<file path="src/rtl/dcp_defines.svh">
// Register indices, field positions, reset values and encodings of the control block
`ifndef DCP_DEFINES_SVH
`define DCP_DEFINES_SVH

`define DCP_NUM_CH        12
`define DCP_NUM_LVL       4
`define DCP_IDX_W         6

// Register indices; byte address is four times the index
`define DCP_IDX_DBG       6'h0d
`define DCP_IDX_QOS       6'h0e
`define DCP_IDX_SWTRIG    6'h10
`define DCP_IDX_PRI       6'h14

`define DCP_DBG_RUN_BIT   0
`define DCP_QOS_DATA_LSB  4
`define DCP_QOS_FETCH_LSB 2
`define DCP_QOS_WRB_LSB   0
`define DCP_QOS_W         6
`define DCP_PRI_STRIDE    8
`define DCP_PRI_RR_POS    7
`define DCP_PRI_LAST_W    4

`define DCP_DBG_RST       1'h0
`define DCP_QOS_RST       6'h15
`define DCP_SWTRIG_RST    12'h000
`define DCP_RR_RST        4'h0
`define DCP_LAST_RST      16'h0000

// Bus phase codes on bus_phase_i
`define DCP_PH_DATA       2'h0
`define DCP_PH_FETCH      2'h1
`define DCP_PH_WRB        2'h2

`endif

</file>
<file path="src/rtl/dcp_pkg.sv">
// Types used by the control block: QoS codes and register state
`include "dcp_defines.svh"
package dcp_pkg;

   typedef enum logic [1:0] {
      DCP_QOS_BACKGROUND = 2'h0,
      DCP_QOS_BANDWIDTH  = 2'h1,
      DCP_QOS_LATENCY    = 2'h2,
      DCP_QOS_CRITICAL   = 2'h3
   } dcp_qos_t;

   typedef struct packed {
      logic                                         dbg_run;
      logic [`DCP_QOS_W-1:0]                        qos;
      logic [`DCP_NUM_CH-1:0]                       swtrig;
      logic [`DCP_NUM_LVL-1:0]                      rr_en;
      logic [`DCP_NUM_LVL*`DCP_PRI_LAST_W-1:0]      last;
      logic [`DCP_NUM_CH-1:0]                       pend_prev;
      logic [`DCP_NUM_CH-1:0]                       trig;
      logic                                         wr_pend;
      logic [`DCP_IDX_W-1:0]                        wr_idx;
      logic [31:0]                                  rdata;
      logic                                         gnt_vld;
      logic [`DCP_PRI_LAST_W-1:0]                   gnt_ch;
      logic [1:0]                                   gnt_lvl;
   } dcp_state_t;

endpackage

</file>
<file path="src/rtl/dcp_arb_if.sv">
// Request and winner signals between the control block and one level arbiter
`timescale 1ns/10ps
`include "dcp_defines.svh"
interface dcp_arb_if;
   logic [`DCP_NUM_CH-1:0]     req;
   logic                       rr_en;
   logic [`DCP_PRI_LAST_W-1:0] last;
   logic                       win_valid;
   logic [`DCP_PRI_LAST_W-1:0] win_id;

   modport arb (input req, input rr_en, input last, output win_valid, output win_id);
   modport ctrl (output req, output rr_en, output last, input win_valid, input win_id);
endinterface

</file>
<file path="src/rtl/dcp_ctrl.sv">
// Global control of the DMA engine: debug run, bus QoS, soft triggers, level arbitration
//
// Summary of operation
// - Debug run bit survives software reset
// - Halted CPU stops engine unless run bit
// - Bits 5:4 give data transfer priority
// - Bits 3:2 give descriptor fetch priority
// - Bits 1:0 give write-back priority
// - QoS codes drive matching bus request priority
// - QoS register resets to 0x15
// - Trigger on idle channel sets pending only while engine runs
// - Trigger on pending channel is held
// - Held trigger clears when pending sets
// - Writing zero clears trigger, no request
// - Bits 31, 23 select static or round-robin
// - Round-robin records last granted channel
// - Static ignores recorded last channel
// - Leaving round-robin reloads recorded channel
// - Levels 1 and 0 at bits 15, 7
//
// The AHB-Lite interface to the registers was left to the implementer.
`timescale 1ns/10ps
`include "dcp_defines.svh"
module dcp_ctrl (
   input  wire logic                          clk_i,
   input  wire logic                          nrst_i,
   input  wire logic                          soft_rst_i,
   input  wire logic                          cpu_halted_i,
   input  wire logic                          hsel_i,
   input  wire logic [31:0]                   haddr_i,
   input  wire logic [1:0]                    htrans_i,
   input  wire logic                          hwrite_i,
   input  wire logic [2:0]                    hsize_i,
   input  wire logic [31:0]                   hwdata_i,
   input  wire logic                          hready_i,
   output logic      [31:0]                   hrdata_o,
   output logic                               hreadyout_o,
   output logic                               hresp_o,
   input  wire logic [`DCP_NUM_CH-1:0]        chan_pending_i,
   input  wire logic [`DCP_NUM_CH-1:0]        chan_req_i,
   input  wire logic [2*`DCP_NUM_CH-1:0]      chan_level_i,
   input  wire logic                          arb_enable_i,
   output logic      [`DCP_NUM_CH-1:0]        soft_trig_o,
   output logic                               grant_valid_o,
   output logic      [`DCP_PRI_LAST_W-1:0]    grant_ch_o,
   output logic      [1:0]                    grant_level_o,
   output logic                               engine_run_o,
   input  wire logic [1:0]                    bus_phase_i,
   output logic      [1:0]                    bus_qos_o,
   output logic      [1:0]                    data_phase_qos_o,
   output logic      [1:0]                    descriptor_fetch_qos_o,
   output logic      [1:0]                    writeback_phase_qos_o
);

   dcp_pkg::dcp_state_t s_reg;
   dcp_pkg::dcp_state_t s_next;

   logic                                   run;
   logic [`DCP_NUM_LVL-1:0]                lvl_vld;
   logic [`DCP_NUM_LVL*`DCP_PRI_LAST_W-1:0] lvl_id;

   // Halt request comes from the same clock domain, so no synchroniser
   assign run = s_reg.dbg_run | ~cpu_halted_i;

   dcp_arb_if arb [`DCP_NUM_LVL] ();

   for (genvar l = 0; l < `DCP_NUM_LVL; l++)
   begin : g_lvl
      for (genvar c = 0; c < `DCP_NUM_CH; c++)
      begin : g_req
         assign arb[l].req[c] = chan_req_i[c] && (chan_level_i[2*c +: 2] == 2'(l));
      end
      assign arb[l].rr_en = s_reg.rr_en[l];
      assign arb[l].last  = s_reg.last[l*`DCP_PRI_LAST_W +: `DCP_PRI_LAST_W];
      assign lvl_vld[l]   = arb[l].win_valid;
      assign lvl_id[l*`DCP_PRI_LAST_W +: `DCP_PRI_LAST_W] = arb[l].win_id;

      dcp_level_arb #(
         .NUM_CH (`DCP_NUM_CH)
      ) u_arb (
         .port (arb[l])
      );
   end

   function automatic logic [31:0] rd_word(input logic [`DCP_IDX_W-1:0] idx,
                                           input dcp_pkg::dcp_state_t st);
      logic [31:0] w;
      w = '0;
      case (idx)
         `DCP_IDX_DBG:    w[`DCP_DBG_RUN_BIT] = st.dbg_run;
         `DCP_IDX_QOS:    w[`DCP_QOS_W-1:0] = st.qos;
         `DCP_IDX_SWTRIG: w[`DCP_NUM_CH-1:0] = st.swtrig;
         `DCP_IDX_PRI:
         begin
            for (int l = 0; l < `DCP_NUM_LVL; l++)
            begin
               w[l*`DCP_PRI_STRIDE + `DCP_PRI_RR_POS] = st.rr_en[l];
               w[l*`DCP_PRI_STRIDE +: `DCP_PRI_LAST_W] =
                  st.last[l*`DCP_PRI_LAST_W +: `DCP_PRI_LAST_W];
            end
         end
         default: w = '0;
      endcase
      return w;
   endfunction

   always_comb
   begin
      s_next           = s_reg;
      s_next.trig      = '0;
      s_next.gnt_vld   = 1'b0;
      s_next.pend_prev = chan_pending_i;

      // Pending rising clears a held request; a same-cycle write of 1 still sets it
      for (int c = 0; c < `DCP_NUM_CH; c++)
      begin
         if (chan_pending_i[c] && !s_reg.pend_prev[c])
            s_next.swtrig[c] = 1'b0;
      end

      if (s_reg.wr_pend)
      begin
         case (s_reg.wr_idx)
            `DCP_IDX_DBG: s_next.dbg_run = hwdata_i[`DCP_DBG_RUN_BIT];
            `DCP_IDX_QOS: s_next.qos = hwdata_i[`DCP_QOS_W-1:0];
            `DCP_IDX_SWTRIG:
            begin
               for (int c = 0; c < `DCP_NUM_CH; c++)
               begin
                  if (!hwdata_i[c])
                     s_next.swtrig[c] = 1'b0;
                  else if (chan_pending_i[c] || !run)
                     s_next.swtrig[c] = 1'b1;
                  else
                  begin
                     s_next.swtrig[c] = 1'b0;
                     s_next.trig[c]   = 1'b1;
                  end
               end
            end
            `DCP_IDX_PRI:
            begin
               for (int l = 0; l < `DCP_NUM_LVL; l++)
               begin
                  s_next.rr_en[l] = hwdata_i[l*`DCP_PRI_STRIDE + `DCP_PRI_RR_POS];
                  s_next.last[l*`DCP_PRI_LAST_W +: `DCP_PRI_LAST_W] =
                     hwdata_i[l*`DCP_PRI_STRIDE +: `DCP_PRI_LAST_W];
               end
            end
            default: ;
         endcase
      end

      // Held bit keeps asking until pending rises; one pulse, then a cycle for pending to respond
      for (int c = 0; c < `DCP_NUM_CH; c++)
      begin
         if (s_next.swtrig[c] && !chan_pending_i[c] && !s_reg.trig[c] && run)
            s_next.trig[c] = 1'b1;
      end

      // Highest level with a winner takes the grant
      if (arb_enable_i && run)
      begin
         for (int l = 0; l < `DCP_NUM_LVL; l++)
         begin
            if (lvl_vld[l])
            begin
               s_next.gnt_vld = 1'b1;
               s_next.gnt_lvl = 2'(l);
               s_next.gnt_ch  = lvl_id[l*`DCP_PRI_LAST_W +: `DCP_PRI_LAST_W];
            end
         end
         // Static levels leave the recorded channel untouched
         if (s_next.gnt_vld && s_reg.rr_en[s_next.gnt_lvl])
            s_next.last[s_next.gnt_lvl*`DCP_PRI_LAST_W +: `DCP_PRI_LAST_W] = s_next.gnt_ch;
      end

      if (soft_rst_i)
      begin
         s_next.qos    = `DCP_QOS_RST;
         s_next.swtrig = `DCP_SWTRIG_RST;
         s_next.rr_en  = `DCP_RR_RST;
         s_next.last   = `DCP_LAST_RST;
         s_next.trig   = '0;
      end

      // Address phase; reads see this cycle's write so back-to-back access is coherent
      s_next.wr_pend = 1'b0;
      if (hsel_i && htrans_i[1] && hready_i)
      begin
         s_next.wr_pend = hwrite_i;
         s_next.wr_idx  = haddr_i[`DCP_IDX_W+1:2];
         if (!hwrite_i)
            s_next.rdata = rd_word(haddr_i[`DCP_IDX_W+1:2], s_next);
      end
   end

   always_ff @(posedge clk_i or negedge nrst_i)
   begin
      if (!nrst_i)
      begin
         s_reg           <= '0;
         s_reg.dbg_run   <= `DCP_DBG_RST;
         s_reg.qos       <= `DCP_QOS_RST;
      end
      else
         s_reg <= s_next;
   end

   assign hrdata_o               = s_reg.rdata;
   assign hreadyout_o            = 1'b1;
   assign hresp_o                = 1'b0;
   assign soft_trig_o            = s_reg.trig;
   assign grant_valid_o          = s_reg.gnt_vld;
   assign grant_ch_o             = s_reg.gnt_ch;
   assign grant_level_o          = s_reg.gnt_lvl;
   assign engine_run_o           = run;
   assign data_phase_qos_o       = s_reg.qos[`DCP_QOS_DATA_LSB +: 2];
   assign descriptor_fetch_qos_o = s_reg.qos[`DCP_QOS_FETCH_LSB +: 2];
   assign writeback_phase_qos_o  = s_reg.qos[`DCP_QOS_WRB_LSB +: 2];

   always_comb
   begin
      case (bus_phase_i)
         `DCP_PH_DATA:  bus_qos_o = data_phase_qos_o;
         `DCP_PH_FETCH: bus_qos_o = descriptor_fetch_qos_o;
         `DCP_PH_WRB:   bus_qos_o = writeback_phase_qos_o;
         default:       bus_qos_o = dcp_pkg::DCP_QOS_BACKGROUND;
      endcase
   end

   logic wr_sw;
   logic wr_qos;
   logic wr_dbg;
   assign wr_sw  = s_reg.wr_pend && s_reg.wr_idx == `DCP_IDX_SWTRIG && !soft_rst_i;
   assign wr_qos = s_reg.wr_pend && s_reg.wr_idx == `DCP_IDX_QOS && !soft_rst_i;
   assign wr_dbg = s_reg.wr_pend && s_reg.wr_idx == `DCP_IDX_DBG;
endmodule

</file>
<file path="src/rtl/dcp_level_arb.sv">
// Winner selection among the requesting channels of one priority level
`timescale 1ns/10ps
`include "dcp_defines.svh"
module dcp_level_arb #(
   parameter int NUM_CH = `DCP_NUM_CH
)(
   dcp_arb_if.arb port
);

   // Channel numbers must fit the recorded-channel field
   if (NUM_CH < 1 || NUM_CH > (1 << `DCP_PRI_LAST_W))
   begin : g_bad_num_ch
      $error("dcp_level_arb: NUM_CH out of range");
   end

   // Search starts just after base; static uses the top channel so channel 0 comes first
   function automatic logic [`DCP_PRI_LAST_W:0] pick(input logic [NUM_CH-1:0] req,
                                                     input logic rr,
                                                     input logic [`DCP_PRI_LAST_W-1:0] last);
      int                       base;
      int                       idx;
      logic [`DCP_PRI_LAST_W:0] res;
      base = rr ? int'(last) : NUM_CH - 1;
      res = '0;
      for (int i = NUM_CH; i >= 1; i--)
      begin
         idx = (base + i) % NUM_CH;
         if (req[idx])
            res = {1'b1, idx[`DCP_PRI_LAST_W-1:0]};
      end
      return res;
   endfunction

   logic [`DCP_PRI_LAST_W:0] sel;

   assign sel            = pick(port.req[NUM_CH-1:0], port.rr_en, port.last);
   assign port.win_valid = sel[`DCP_PRI_LAST_W];
   assign port.win_id    = sel[`DCP_PRI_LAST_W-1:0];

endmodule

</file>
<file path="config.mk">
export PLATFORM = sky130hd
export DESIGN_NAME = dcp_ctrl
export DESIGN_NICKNAME = d
export VERILOG_FILES = /design/src/rtl/dcp_pkg.sv /design/src/rtl/dcp_arb_if.sv /design/src/rtl/dcp_ctrl.sv /design/src/rtl/dcp_level_arb.sv
export VERILOG_INCLUDE_DIRS = /design/src /design/src/rtl
export SDC_FILE = /design/constraint.sdc
export NUM_CORES = 1
export LEC_CHECK = 0
export ABC_AREA = 1
export BUFFER_PORTS_ARGS = -buffer_cell sky130_fd_sc_hd__buf_2
export CAP_MARGIN = 25
export CELL_PAD_IN_SITES_DETAIL_PLACEMENT = 0
export CELL_PAD_IN_SITES_GLOBAL_PLACEMENT = 2
export CORE_MARGIN = 4
export CORE_UTILIZATION = 32
export DETAILED_ROUTE_END_ITERATION = 6
export HOLD_SLACK_MARGIN = 0.05
export PLACE_DENSITY = 0.87
export SLEW_MARGIN = 20
export SYNTH_ARGS = -nofsm -noshare
export SYNTH_HDL_FRONTEND = slang
export SYNTH_HIERARCHICAL = 1
export SYNTH_SLANG_ARGS = --single-unit
</file>
<file path="constraint.sdc">
create_clock -name clk_i -period 6.91 [get_ports clk_i]
set_clock_uncertainty 0.15 [all_clocks]
set_input_delay 0.691 -clock clk_i [delete_from_list [all_inputs] [get_ports clk_i]]
set_output_delay 0.691 -clock clk_i [all_outputs]
set_load 0.02 [all_outputs]
</file>
==> results.md <==
- Largest family of logic cells by synthesized area: simple AND/OR/NAND/NOR gates
- CP Max Fanout: 11
- Clock power share: 0.317
- Post-cts sizing count: 0
- Maximum vdd drop: 0.113 mV
- Commonest cells in the netlist: 851 x nand2_1, 425 x inv_1, 169 x o21ai_0, 154 x nor2_1, 150 x nand3_1
- Standby leakage power: 0.00937 uW
- Synth Area in Compound Gates: 0.150
- Initial antenna violation count: 4
- CORE AREA: 47,800 sq um
- Tmin final: approximately 6100 ps
- Ys Warns: 6
- Worst reg2reg startpoint: arb[1].last[3]
- Iteration count of the initial detailed-routing pass: 6
- Crit. End Element: register
- Comb power frac: 0.313
- Wire per inst: 15.1 microns
- Unique masters post-synth: 52
- Setup TNS Final: 0 ps
- Worst Hold Class: in -> async
- GRT Overall Usage: 0.186
- Mux contribution to synthesized area: 0.00878
- CTS max path bufs: 2
- Cells after DPL: 3,308
- Final Hold Viols: 0
- Final core utilization: 0.353
- Hold Buf Count CTS: 0
- Fraction of registers with async set/reset: 1.00
- Worst r2r dst: hrdata_o[16]
- Setup repair bufs after CTS: 0
- Seq cells post-synth: 100
- Top_reg_cell synth: dfrtp_1
- Seq/Total Area, Yosys: 0.161
- Via count: between 15,000 and 20,000
- Io pins: 189
- Mapped Cells: 2,627
- Flop2flop setup slack: between 800 and 900 ps
- Synth Area in Adders: 0.115
- DR iter-0 viols: approximately 920
- Crit path kind: reg -> reg
- Max reg flops: 32
- H-tree levels: 3
- Final setup fails: 0
- Pwr Total: between 1500 and 2000 uW
- RSZ-0062 raised after global routing: false
- Flop pwr share: 0.370
- Simple-Gate Fraction of Synth Area: 0.376
- Xor/xnor cell area share of the yosys netlist: 0.0367
- Pwr Density: 101 nW/um^2
- CP max stage delay: between 500 and 600 ps
- Area Overhead vs Synth: 8.62%
- FP Rows: 80
- Final worst slack: 840 ps
- Worst-Margin Slew: 950 ps
- First-pass GRT wire length: 80,500 microns
- Max-cap viol count: 0
- CTS tree: yes
- Rel. slew slack: 0.365
- CP Launch Type: register
- Root Buffer: clkbuf_16
- Reg2Reg Depth: 29
- RePlAce Congestion: 0.900
- Tcrit/Tclk final: 0.878
- Status: finished, final reports clean
- Post-Syn Area: 15,500 sq um
- Non-Filler Instances: 3,326
- Worst-Skew Late Latency: 350 ps
- Die area: between 50,000 and 60,000 sq um
- Post-synth top area share: 0.206
- Final nets: 2,975
- CTS Buf Count: 9
- Via/cell ratio: 4.88
- Clock sinks: 100
- Starting density of the core: 0.325
- Ranking of synthesized cells by area: nand2_1 21%, dfrtp_1 16%, ha_1 12%
- Avg Synthesized Cell Area: 5.91 sq um
- Sum of net half-perimeters after detailed placement: 41,500 microns
- Ratio of cells with drive above 1 in the final layout: 0.110
- Crit path required time: approximately 7100 ps
- Sw Pwr: 626 uW
- Most used cell, CP: nand2_1
- GRT overflow: 0
- Die Height: 228 microns
- Yosys top cell by area: nand2_1
- Largest net degree at the start of global routing: 74
- Int Power: 1080 uW
- Setup Slack @ Placement: 882 ps
- Top achievable clock speed: around 0.16 GHz
- DRC: 0
- ANT nets after route: 0
- Switching fraction of total power: 0.368
- Vias in the first global route: 15,300
- Most frequent cell after synthesis: nand2_1
- CP arrival: 6210 ps
- Die width: between 200 and 250 microns
- Post-Route WL: between 50,000 and 60,000 microns
- Max-slew violation count: 0
- PortBufs: 138
- CP max stage cell: dfrtp_1
- Clock transition at path regs: 80 ps
- EDFF count, synth: 0
## layout by cell type (no fill, tap or decap), types with 5 or more instances in the layout
cell	Yosys	routed
nand4_1	38	38
o31ai_1	8	8
inv_2	35	35
nand3_2	10	10
mux2_2	5	5
a21o_1	8	8
or2_2	7	7
o21bai_1	24	24
o21ai_1	34	34
nor3_1	83	83
buf_4	62	15
mux2i_1	8	8
xnor2_2	8	8
conb_1	2	11
nor2_1	154	154
clkinv_1	5	5
inv_1	425	425
and3_1	9	9
nand2_2	17	17
buf_2	18	137
xor2_2	12	12
clkbuf_16	0	9
o21a_1	18	18
dfrtp_1	97	97
ha_1	143	143
nand3b_1	16	16
nand3_1	150	150
a21oi_1	87	87
nand2_1	851	851
o21ai_0	169	169
xor2_1	28	28
o22ai_1	11	11
nor2_2	8	8
o211ai_1	7	7
## critical path: cells and delay by family (launching register included)
kind / cells / cell delay (ps)
AO/OA/AOI/OAI: 2 / 430
buffers and inverters: 4 / 370
flip-flops: 1 / 520
XOR/XNOR: 2 / 540
AND/OR/NAND/NOR: 17 / 2790
adder cells (fa/ha/maj): 4 / 1180
## layer usage
layer  share of wire  wire length (microns)  global-route usage  up-vias
li1                -                      -                   -     8425
met1            0.48                  24300               0.256     7446
met2            0.46                  23000               0.318      311
met3           0.046                   2310              0.0267       38
met4           0.011                    541              0.0241        8
met5         0.00096                     48                   0        -
## stage by stage
step | hold slack, ps | instance area [sq um]
after global routing | 126 | 16900
after floorplan | 245 | 15600
after global placement | 313 | 16500
after CTS | 114 | 16800
after detailed placement | 311 | 16500
final | 100 | 16900
## final cells by class
type	count	area (sq um)
sequential	100	2510
tap	615	769
antenna	1	2.50
fill	5299	31000
inverter	465	1750
multi-input combinational	1976	10700
clock buffer	11	253
timing repair buffer	153	826
clock inverter	5	60.1
## how the worst max path moves through the flow
stage                               from      endpoint  slack (ps)  cells after the start
after CTS                 arb[1].last[3]  hrdata_o[11]         850                     30
after global placement      arb[3].rr_en  hrdata_o[19]        1000                     28
after global routing      arb[1].last[3]  hrdata_o[11]         140                     30
after floorplan             arb[0].rr_en  hrdata_o[10]        2110                     33
after detailed placement  arb[1].last[3]  hrdata_o[19]         880                     29
final                     arb[1].last[3]  hrdata_o[16]         840                     29
## power groups by stage
| stage | combinational (uW) | sequential, uW | clock, uW |
|---|---|---|---|
| 6_report | 533 | 629 | 539 |
| 5_1_grt | 608 | 632 | 574 |
| 2_1_floorplan | 372 | 629 | 0 |
| 4_1_cts | 533 | 630 | 548 |
| 3_3_place_gp | 527 | 641 | 0 |
| 3_5_place_dp | 530 | 641 | 0 |
## kinds of logic after synthesis
| group | after synthesis |
|---|---|
| other | 2 |
| AND/OR/NAND/NOR | 1359 |
| AO/OA/AOI/OAI | 402 |
| buffers and inverters | 560 |
| adder cells (fa/ha/maj) | 143 |
| XOR/XNOR | 48 |
| multiplexers | 13 |
| flip-flops | 100 |
No activity file was read; power rests on OpenSTA's default activity.
